$ cat config.mk
export PLATFORM = sky130hd
export DESIGN_NAME = serial_config_write_port
export DESIGN_NICKNAME = d
export VERILOG_FILES = /design/src/logic/serial_config_write_port.v /design/src/logic/sync_two_stage.v /design/src/logic/write_only_reg.v
export VERILOG_INCLUDE_DIRS = /design/src /design/src/logic
export SDC_FILE = /design/constraint.sdc
export NUM_CORES = 1
export LEC_CHECK = 0
export CAP_MARGIN = 20
export CORE_MARGIN = 2
export CORE_UTILIZATION = 40
export DETAILED_ROUTE_END_ITERATION = 6
export DONT_BUFFER_PORTS = 1
export HOLD_SLACK_MARGIN = 0.08
export MAX_ROUTING_LAYER = met4
export SYNTH_ARGS = -nofsm -noshare
export SYNTH_HDL_FRONTEND = slang
export SYNTH_SLANG_ARGS = --single-unit
$ cat constraint.sdc
create_clock -name clk_sys -period 3.03 [get_ports clk_sys]
set_input_delay 0 -clock clk_sys [delete_from_list [all_inputs] [get_ports clk_sys]]
set_output_delay 0 -clock clk_sys [all_outputs]
set_load 0.01 [all_outputs]
$ cat src/logic/serial_config_defs.vh
// Constants for the serial configuration write port
// Operation
// - Frames are taken only in extended control mode; the port is ignored otherwise.
// - Data sampled on each rising serial clock edge; no minimum serial clock rate.
// - Each write is a 32-bit frame: header, address, value, MSB first.
// - Header is eleven zeros then a one, zero sent first.
// - Then a 4-bit address A3 first, then 16 data bits.
// - Next frame may start at the 33rd serial clock without releasing select.
// - All registers are write-only; nothing can be read back.
// - Decode 1h config, 2h offset, 3h full-scale, Dh/Eh phase, Fh test; rest reserved.
// - Register contents have no effect in normal control mode.
// - Config bit 14 picks clock reset input: 0 single-ended, 1 differential; resets 0.
// - Config bit 13 set skips termination trim, keeps output clock on; resets 0.
// - Config bit 12 enables duty-cycle stabilizer; resets 1.
// - Config bit 11 in double rate: 0 edge-aligned, 1 mid-cell half-speed clock; resets 0.
// - Config bit 10: 0 double rate, 1 single rate with edge from bit 8; resets 0.
// - Config bit 9: 1 standard 680 mV swing, 0 reduced 520 mV; resets 1.
// - Config bit 8 in single rate: 1 rising, 0 falling edge; write 0 in double rate.
// - Control mode comes from a dedicated pin, fixed during operation.
`ifndef SERIAL_CONFIG_DEFS_VH
`define SERIAL_CONFIG_DEFS_VH

// -----------------------------------------------------------------------------
// Frame layout
// -----------------------------------------------------------------------------
`define SCP_FRAME_BITS      32
`define SCP_HEADER_BITS     12
`define SCP_HEADER_VALUE    12'h001
`define SCP_HEADER_MSB      31
`define SCP_HEADER_LSB      20
`define SCP_ADDR_MSB        19
`define SCP_ADDR_LSB        16
`define SCP_DATA_MSB        15
`define SCP_DATA_LSB        0

// -----------------------------------------------------------------------------
// Register addresses
// -----------------------------------------------------------------------------
`define SCP_ADDR_CONFIG     4'h1
`define SCP_ADDR_OFFSET     4'h2
`define SCP_ADDR_FULLSCALE  4'h3
`define SCP_ADDR_PHASE_FINE 4'hd
`define SCP_ADDR_PHASE_CRS  4'he
`define SCP_ADDR_TEST_PAT   4'hf

// -----------------------------------------------------------------------------
// Reset values
// -----------------------------------------------------------------------------
`define SCP_RST_CONFIG      16'h92ff
`define SCP_RST_OFFSET      16'h007f
`define SCP_RST_FULLSCALE   16'h807f
`define SCP_RST_PHASE_FINE  16'h007f
`define SCP_RST_PHASE_CRS   16'h03ff
`define SCP_RST_TEST_PAT    16'hf7ff

// -----------------------------------------------------------------------------
// Configuration register fields
// -----------------------------------------------------------------------------
`define SCP_CFG_DIFF_RST    14
`define SCP_CFG_TRIM_OFF    13
`define SCP_CFG_DUTY_STAB   12
`define SCP_CFG_DDR_PHASE   11
`define SCP_CFG_SINGLE_RATE 10
`define SCP_CFG_SWING       9
`define SCP_CFG_EDGE        8

`endif

$ cat src/logic/serial_config_write_port.v
// Serial configuration write port: frame receiver, register file, mode select
`timescale 1ns/1ps
`include "serial_config_defs.vh"
module serial_config_write_port #(
   parameter EXT_MODE_LEVEL = 1'b1
) (
   input  wire        clk_sys,
   input  wire        srst,
   input  wire        serialClock,
   input  wire        serialInputLine,
   input  wire        serialSelectN,
   input  wire        rangeOrModeSelectPin,
   input  wire        edgeSelectPin,
   input  wire        swingSelectPin,
   input  wire        singleRateOutput,
   output reg         extendedMode,
   output reg         accessActive,
   output reg         commitPulse,
   output reg         headerError,
   output reg  [3:0]  commitAddr,
   output reg         diffResetInputSel,
   output reg         terminationTrimOff,
   output reg         dutyStabilizerOn,
   output reg         doubleRateClockPhase,
   output reg         singleRateSelect,
   output reg         outputSwingSelect,
   output reg         outputEdgeSelect,
   output reg  [15:0] inputOffsetAdjust,
   output reg  [15:0] fullScaleGainAdjust,
   output reg  [15:0] sampleClockPhaseFine,
   output reg  [15:0] sampleClockPhaseCoarse,
   output reg  [15:0] testPatternControl
);

   // -------------------------------------------------------------------------
   // Input synchronisation
   // -------------------------------------------------------------------------
   // Order: clock, data, select, mode, edge pin, swing pin, rate pin
   wire [6:0] pinsSync;

   sync_two_stage #(
      .WIDTH     (7),
      .RESET_VAL (7'h10)
   ) u_sync (
      .clk_sys (clk_sys),
      .srst    (srst),
      .asyncIn ({serialClock, serialInputLine, serialSelectN, rangeOrModeSelectPin,
                 edgeSelectPin, swingSelectPin, singleRateOutput}),
      .syncOut (pinsSync)
   );

   wire sclkSync   = pinsSync[6];
   wire dataSync   = pinsSync[5];
   wire selNSync   = pinsSync[4];
   wire modeSync   = pinsSync[3];
   wire edgePinS   = pinsSync[2];
   wire swingPinS  = pinsSync[1];
   wire ratePinS   = pinsSync[0];

   // -------------------------------------------------------------------------
   // Control mode
   // -------------------------------------------------------------------------
   // Mode pin is a static strap; it is followed but not expected to move
   wire extNow = (modeSync == EXT_MODE_LEVEL);

   // -------------------------------------------------------------------------
   // Serial clock edge detection
   // -------------------------------------------------------------------------
   reg  sclkPrev_q;
   reg  selNPrev_q;

   always @(posedge clk_sys) begin
      if (srst) begin
         sclkPrev_q <= 1'b0;
         selNPrev_q <= 1'b1;
      end else begin
         sclkPrev_q <= sclkSync;
         selNPrev_q <= selNSync;
      end
   end

   // Edge detection uses only sampled levels, so any slow serial clock works
   wire sclkRise = sclkSync & ~sclkPrev_q;
   wire selRise  = selNSync & ~selNPrev_q;
   wire portOpen = extNow & ~selNSync;
   wire bitTake  = portOpen & sclkRise;

   // -------------------------------------------------------------------------
   // Frame receiver
   // -------------------------------------------------------------------------
   localparam [2:0] ST_IDLE  = 3'b001;
   localparam [2:0] ST_SHIFT = 3'b010;
   localparam [2:0] ST_DONE  = 3'b100;

   reg  [2:0]  state_q;
   reg  [2:0]  state_d;
   reg  [4:0]  bitCnt_q;
   reg  [4:0]  bitCnt_d;
   reg  [30:0] shift_q;
   reg  [30:0] shift_d;

   // Full frame as it stands once the 32nd bit arrives, MSB first
   wire [31:0] frameFull = {shift_q, dataSync};
   wire        headerOk  = (frameFull[`SCP_HEADER_MSB:`SCP_HEADER_LSB]
                            == `SCP_HEADER_VALUE);
   wire [3:0]  frameAddr = frameFull[`SCP_ADDR_MSB:`SCP_ADDR_LSB];
   wire [15:0] frameData = frameFull[`SCP_DATA_MSB:`SCP_DATA_LSB];
   wire        lastBit   = (bitCnt_q == 5'h1f);
   // Reserved addresses complete silently: no commit, no fault
   wire        addrKnown = (frameAddr == `SCP_ADDR_CONFIG)     |
                           (frameAddr == `SCP_ADDR_OFFSET)     |
                           (frameAddr == `SCP_ADDR_FULLSCALE)  |
                           (frameAddr == `SCP_ADDR_PHASE_FINE) |
                           (frameAddr == `SCP_ADDR_PHASE_CRS)  |
                           (frameAddr == `SCP_ADDR_TEST_PAT);
   wire        commitNow = bitTake & lastBit & headerOk & addrKnown;
   wire        badFrame  = bitTake & lastBit & ~headerOk;

   always @* begin
      state_d  = state_q;
      bitCnt_d = bitCnt_q;
      shift_d  = shift_q;
      case (state_q)
         ST_IDLE: begin
            if (bitTake) begin
               shift_d  = {30'h0, dataSync};
               bitCnt_d = 5'h01;
               state_d  = ST_SHIFT;
            end
         end
         ST_SHIFT: begin
            if (!portOpen || selRise) begin
               // Partial frame dropped when select is released
               bitCnt_d = 5'h00;
               state_d  = ST_IDLE;
            end else if (bitTake) begin
               shift_d  = {shift_q[29:0], dataSync};
               bitCnt_d = bitCnt_q + 5'h01;
               if (lastBit) begin
                  state_d = ST_DONE;
               end
            end
         end
         ST_DONE: begin
            // Counter has wrapped; the 33rd clock starts a new frame
            bitCnt_d = 5'h00;
            if (!portOpen) begin
               state_d = ST_IDLE;
            end else if (bitTake) begin
               shift_d  = {30'h0, dataSync};
               bitCnt_d = 5'h01;
               state_d  = ST_SHIFT;
            end else begin
               state_d = ST_IDLE;
            end
         end
         default: begin
            state_d  = ST_IDLE;
            bitCnt_d = 5'h00;
         end
      endcase
   end

   always @(posedge clk_sys) begin
      if (srst) begin
         state_q  <= ST_IDLE;
         bitCnt_q <= 5'h00;
         shift_q  <= 31'h0;
      end else begin
         state_q  <= state_d;
         bitCnt_q <= bitCnt_d;
         shift_q  <= shift_d;
      end
   end

   // -------------------------------------------------------------------------
   // Write-only register file
   // -------------------------------------------------------------------------
   // No read path exists; values only leave as configuration outputs
   wire [15:0] cfgReg;
   wire [15:0] offReg;
   wire [15:0] fsReg;
   wire [15:0] fineReg;
   wire [15:0] crsReg;
   wire [15:0] tpReg;

   write_only_reg #(.ADDR(`SCP_ADDR_CONFIG), .RESET_VAL(`SCP_RST_CONFIG)) u_cfg (
      .clk_sys    (clk_sys),
      .srst       (srst),
      .commit     (commitNow),
      .commitAddr (frameAddr),
      .commitData (frameData),
      .value_q    (cfgReg)
   );

   write_only_reg #(.ADDR(`SCP_ADDR_OFFSET), .RESET_VAL(`SCP_RST_OFFSET)) u_off (
      .clk_sys    (clk_sys),
      .srst       (srst),
      .commit     (commitNow),
      .commitAddr (frameAddr),
      .commitData (frameData),
      .value_q    (offReg)
   );

   write_only_reg #(.ADDR(`SCP_ADDR_FULLSCALE), .RESET_VAL(`SCP_RST_FULLSCALE)) u_fs (
      .clk_sys    (clk_sys),
      .srst       (srst),
      .commit     (commitNow),
      .commitAddr (frameAddr),
      .commitData (frameData),
      .value_q    (fsReg)
   );

   write_only_reg #(.ADDR(`SCP_ADDR_PHASE_FINE), .RESET_VAL(`SCP_RST_PHASE_FINE)) u_fine (
      .clk_sys    (clk_sys),
      .srst       (srst),
      .commit     (commitNow),
      .commitAddr (frameAddr),
      .commitData (frameData),
      .value_q    (fineReg)
   );

   write_only_reg #(.ADDR(`SCP_ADDR_PHASE_CRS), .RESET_VAL(`SCP_RST_PHASE_CRS)) u_crs (
      .clk_sys    (clk_sys),
      .srst       (srst),
      .commit     (commitNow),
      .commitAddr (frameAddr),
      .commitData (frameData),
      .value_q    (crsReg)
   );

   write_only_reg #(.ADDR(`SCP_ADDR_TEST_PAT), .RESET_VAL(`SCP_RST_TEST_PAT)) u_tp (
      .clk_sys    (clk_sys),
      .srst       (srst),
      .commit     (commitNow),
      .commitAddr (frameAddr),
      .commitData (frameData),
      .value_q    (tpReg)
   );

   // -------------------------------------------------------------------------
   // Effective configuration
   // -------------------------------------------------------------------------
   // In normal mode registers are masked: reset defaults and pins take over
   always @(posedge clk_sys) begin
      if (srst) begin
         extendedMode           <= 1'b0;
         accessActive           <= 1'b0;
         commitPulse            <= 1'b0;
         headerError            <= 1'b0;
         commitAddr             <= 4'h0;
         diffResetInputSel      <= 1'b0;
         terminationTrimOff     <= 1'b0;
         dutyStabilizerOn       <= 1'b1;
         doubleRateClockPhase   <= 1'b0;
         singleRateSelect       <= 1'b0;
         outputSwingSelect      <= 1'b1;
         outputEdgeSelect       <= 1'b0;
         inputOffsetAdjust      <= `SCP_RST_OFFSET;
         fullScaleGainAdjust    <= `SCP_RST_FULLSCALE;
         sampleClockPhaseFine   <= `SCP_RST_PHASE_FINE;
         sampleClockPhaseCoarse <= `SCP_RST_PHASE_CRS;
         testPatternControl     <= `SCP_RST_TEST_PAT;
      end else begin
         extendedMode <= extNow;
         accessActive <= (state_q == ST_SHIFT);
         commitPulse  <= commitNow;
         headerError  <= badFrame;
         if (commitNow) begin
            commitAddr <= frameAddr;
         end
         if (extNow) begin
            diffResetInputSel      <= cfgReg[`SCP_CFG_DIFF_RST];
            terminationTrimOff     <= cfgReg[`SCP_CFG_TRIM_OFF];
            dutyStabilizerOn       <= cfgReg[`SCP_CFG_DUTY_STAB];
            doubleRateClockPhase   <= cfgReg[`SCP_CFG_DDR_PHASE] &
                                      ~cfgReg[`SCP_CFG_SINGLE_RATE];
            singleRateSelect       <= cfgReg[`SCP_CFG_SINGLE_RATE];
            outputSwingSelect      <= cfgReg[`SCP_CFG_SWING];
            outputEdgeSelect       <= cfgReg[`SCP_CFG_EDGE];
            inputOffsetAdjust      <= offReg;
            fullScaleGainAdjust    <= fsReg;
            sampleClockPhaseFine   <= fineReg;
            sampleClockPhaseCoarse <= crsReg;
            testPatternControl     <= tpReg;
         end else begin
            diffResetInputSel      <= 1'b0;
            terminationTrimOff     <= 1'b0;
            dutyStabilizerOn       <= 1'b1;
            doubleRateClockPhase   <= 1'b0;
            singleRateSelect       <= ratePinS;
            outputSwingSelect      <= swingPinS;
            outputEdgeSelect       <= edgePinS;
            inputOffsetAdjust      <= `SCP_RST_OFFSET;
            fullScaleGainAdjust    <= `SCP_RST_FULLSCALE;
            sampleClockPhaseFine   <= `SCP_RST_PHASE_FINE;
            sampleClockPhaseCoarse <= `SCP_RST_PHASE_CRS;
            testPatternControl     <= `SCP_RST_TEST_PAT;
         end
      end
   end

endmodule // serial_config_write_port

$ cat src/logic/sync_two_stage.v
// Two flip-flop synchroniser for asynchronous inputs
`timescale 1ns/1ps
module sync_two_stage #(
   parameter       WIDTH     = 1,
   parameter [WIDTH-1:0] RESET_VAL = {WIDTH{1'b0}}
) (
   input  wire             clk_sys,
   input  wire             srst,
   input  wire [WIDTH-1:0] asyncIn,
   output wire [WIDTH-1:0] syncOut
);

   reg [WIDTH-1:0] stage1_q;
   reg [WIDTH-1:0] stage2_q;

   // First stage feeds only the second stage
   always @(posedge clk_sys) begin
      if (srst) begin
         stage1_q <= RESET_VAL;
         stage2_q <= RESET_VAL;
      end else begin
         stage1_q <= asyncIn;
         stage2_q <= stage1_q;
      end
   end

   assign syncOut = stage2_q;

endmodule // sync_two_stage

$ cat src/logic/write_only_reg.v
// One 16-bit write-only configuration register with address match
`timescale 1ns/1ps
module write_only_reg #(
   parameter [3:0]  ADDR      = 4'h0,
   parameter [15:0] RESET_VAL = 16'h0000
) (
   input  wire        clk_sys,
   input  wire        srst,
   input  wire        commit,
   input  wire [3:0]  commitAddr,
   input  wire [15:0] commitData,
   output reg  [15:0] value_q
);

   always @(posedge clk_sys) begin
      if (srst) begin
         value_q <= RESET_VAL;
      end else if (commit && (commitAddr == ADDR)) begin
         value_q <= commitData;
      end
   end

endmodule // write_only_reg

==> metrics <==
wire per inst 15.4 um; FF-to-FF path depth 4; largest net degree at the start of global routing 108; setup bufs post-CTS 0; Slew Limit Fails 0; part of the power in registers 51.3%; CTS Hold Buffers Added 9; Final Power 6080 uW; WL final 15500 um; vias in the first global route 4761; H-Tree Depth 1; vias post-DR 4874; Nets 737; Fillers 1794; Net Sw Frac 19.8%; Final ANT Viol Nets 0; dpl hpwl 10400 um; critical path's largest stage delay 0.79 ns; # rows 51; Sink Count 236; critical path's top delay family simple AND/OR/NAND/NOR gates; drt initial violations 364; P&R area growth vs syn 15.2%; syn nets 734; clk_lat worst skew 0.50 ns; number of hold violations in the final report 0; Cell variety after synth 44; CP required 3.40 ns; Final setup viols 0; drt drc 0; skew final 0.00925 ns; Die Area 0.0206 mm^2; Num CTS Buffers 24; hold depth 2; Syn Inst Count 723; core area 0.0193 mm^2; status finished, final reports clean; Tightest Pin Transition 0.664 ns; CP Launch Type flip-flop; Root Driver clkbuf_16; internal reg-to-reg setup slack 0.63 ns; reg2reg end u_cfg.value_q[10]$_SDFFE_PP0P_; GRT Total Usage 15.7%; vias per cell 4.84; first-pass GRT wire length 25000 um; combinational group share of total power 1.5%; crit path kind reg -> reg; Top Ports 104; Hold Path End u_sync.stage1_q[4]$_SDFF_PP1_; crit path DAT 2.77 ns; worst path buffer plus inverter count 0; Avg Cell Area, Syn 10.8 um^2; CTS tree built; sequential share of the synthesized area 60.7%; Die Width 143 um; Crit Reg-Reg Startpoint shift_q[22]$_SDFFE_PP0P_; mapped cell area 0.00778 mm^2; flops & latches, synth 236; slew margin rel. 55.6%; f_max 0.416 GHz; cts repair resizes 0; buffers added on ports 0; Congestion Overflow GR 0; RePlAce Congestion 0.763; clock buffer depth 3; RSZ-0062 raised after global routing no; worst path cell trace or4_1 -> or2_1 -> or4_1 -> mux2i_1; cell mode on critical path or4_1; drt pass-1 iters 4; internal power 4870 uW; maxcap violations 0; Clock transition at path regs 0.06 ns; power share of the clock group 47.2%; Initial Utilization 40.4%; setup TNS after final layout 0 ns; antenna fix cells 0; min Tclk post-route 2.40 ns; Worst path slowest cell or4_1; min-delay src serialSelectN; layout cells sized above 1 8.88%; pwr/cell area 678 mW/mm^2; initial antenna violation count 0; Leak 0.00331 uW; CP Max Fanout 7; fin crit share 79.3%; yosys warns 0; peak supply drop 0.000359 V; CP endpoint kind flip-flop; Hold Crit Class in -> reg; Psw 1210 uW; die height 143 um
synthesized netlist by cell type, drive strengths merged:
library cell | count | area (um^2)
ha | 2 | 25.0
xnor2 | 1 | 8.76
a2111oi | 1 | 8.76
o211a | 1 | 10.0
nor2b | 16 | 100
inv | 4 | 15.0
and2 | 37 | 231
a21oi | 7 | 35.0
a22oi | 13 | 97.6
nor3 | 9 | 65.1
nor4 | 1 | 6.26
clkbuf | 34 | 128
o311ai | 1 | 8.76
nor3b | 1 | 7.51
a22o | 17 | 149
nand2 | 59 | 221
a211oi | 1 | 7.51
o21ai | 8 | 40.0
nor2 | 86 | 323
or4 | 4 | 37.5
or3 | 1 | 6.26
nand2b | 51 | 319
buf | 11 | 90.1
a32o | 1 | 10.0
a31oi | 1 | 6.26
or2 | 4 | 25.0
nor4b | 2 | 17.5
dfxtp | 236 | 4720
mux2i | 91 | 911
a311oi | 1 | 8.76
nor4bb | 2 | 20.0
and3b | 1 | 8.76
nand4 | 5 | 31.3
and3 | 4 | 25.0
nand4bb | 1 | 11.3
nand3 | 7 | 35.0
o211ai | 1 | 7.51
per-stage QoR:
step | hold slack (ns) | instance area (um^2) | instances | setup WS [ns] | utilization (%)
detailed placement | 0.0821 | 8060 | 955 | 0.635 | 41.8
global route | 0.122 | 8970 | 1008 | 0.540 | 46.5
finish | 0.139 | 8970 | 1008 | 0.627 | 46.5
floorplan | 0.104 | 7780 | 723 | 0.785 | -
CTS | 0.120 | 8960 | 1007 | 0.624 | 46.5
global placement | 0.0840 | 8060 | 955 | 0.684 | 41.8
power by group through the flow:
stage                     logic (uW)  clock network (uW)  registers, uW
final                           90.3                2870           3120
after global routing            99.0                3110           3120
after floorplan                 59.8                   0           3190
after global placement          56.3                   0           3190
after CTS                       91.4                2950           3120
after detailed placement        57.8                   0           3190
final cells by class:
class / instances / area, um^2 / share of cell area, %
sequential: 236 / 4720 / 52.7
tap: 265 / 332 / 3.70
clock buffer: 34 / 719 / 8.02
clock inverter: 9 / 75.1 / 0.837
multi-input combinational: 438 / 2870 / 32.0
inverter: 4 / 15.0 / 0.167
timing repair buffer: 22 / 230 / 2.57
layout by cell type, fill, tap and decap left out, types with 3 or more instances in the layout:
| cell type | instances |
|---|---|
| a21oi_1 | 7 |
| a22o_1 | 17 |
| a22oi_1 | 13 |
| and2_1 | 37 |
| and3_1 | 4 |
| buf_4 | 11 |
| clkbuf_1 | 3 |
| clkbuf_16 | 25 |
| clkbuf_8 | 6 |
| clkinv_2 | 6 |
| dfxtp_1 | 236 |
| dlygate4sd3_1 | 8 |
| inv_1 | 4 |
| mux2i_1 | 91 |
| nand2_1 | 59 |
| nand2b_1 | 51 |
| nand3_1 | 7 |
| nand4_1 | 5 |
| nor2_1 | 86 |
| nor2b_1 | 15 |
| nor3_1 | 5 |
| nor3_4 | 4 |
| o21ai_0 | 8 |
| or2_2 | 3 |
state kept, by name, summed over array words and instances (netlist names), 3 cells and up:
name / cells
bitCnt_q: 5
commitAddr: 4
fullScaleGainAdjust: 16
inputOffsetAdjust: 16
sampleClockPhaseCoarse: 16
sampleClockPhaseFine: 16
shift_q: 31
state_q: 3
testPatternControl: 16
u_cfg.value_q: 7
u_crs.value_q: 16
u_fine.value_q: 16
u_fs.value_q: 16
u_off.value_q: 16
u_sync.stage1_q: 7
u_sync.syncOut: 7
u_tp.value_q: 16
cell families after synthesis:
logic type	after synthesis	synth area share [%]
DFF	236	60.7
xor gates and xnor gates	1	0.113
adders and majority gates	2	0.321
and+or+nand+nor	291	19.2
AOI/OAI and AO/OA	53	5.00
muxes	91	11.7
buffers and inverters	49	2.99
worst max path at each step:
stage,start,to,slack [ns],cells past startpoint
floorplan,shift_q[26]$_SDFFE_PP0P_,u_fine.value_q[6]$_SDFFE_PP1P_,0.78,7
global placement,shift_q[22]$_SDFFE_PP0P_,u_cfg.value_q[9]$_SDFFE_PP1P_,0.68,4
detailed placement,shift_q[22]$_SDFFE_PP0P_,u_cfg.value_q[10]$_SDFFE_PP0P_,0.64,4
CTS,shift_q[22]$_SDFFE_PP0P_,u_cfg.value_q[10]$_SDFFE_PP0P_,0.62,4
global route,shift_q[22]$_SDFFE_PP0P_,u_cfg.value_q[10]$_SDFFE_PP0P_,0.54,4
finish,shift_q[22]$_SDFFE_PP0P_,u_cfg.value_q[10]$_SDFFE_PP0P_,0.63,4
layer usage:
layer | routed length (um) | vias to the layer above | part of all wire, % | global-route usage (%)
li1 | - | 2408 | - | -
met1 | 7140 | 2345 | 46 | 20.6
met2 | 7490 | 101 | 48 | 24.9
met3 | 672 | 20 | 4.3 | 2.90
met4 | 225 | 0 | 1.4 | 4.18
met5 | 0 | - | 0 | -
Note: power is estimated with default switching activity, not from simulation.
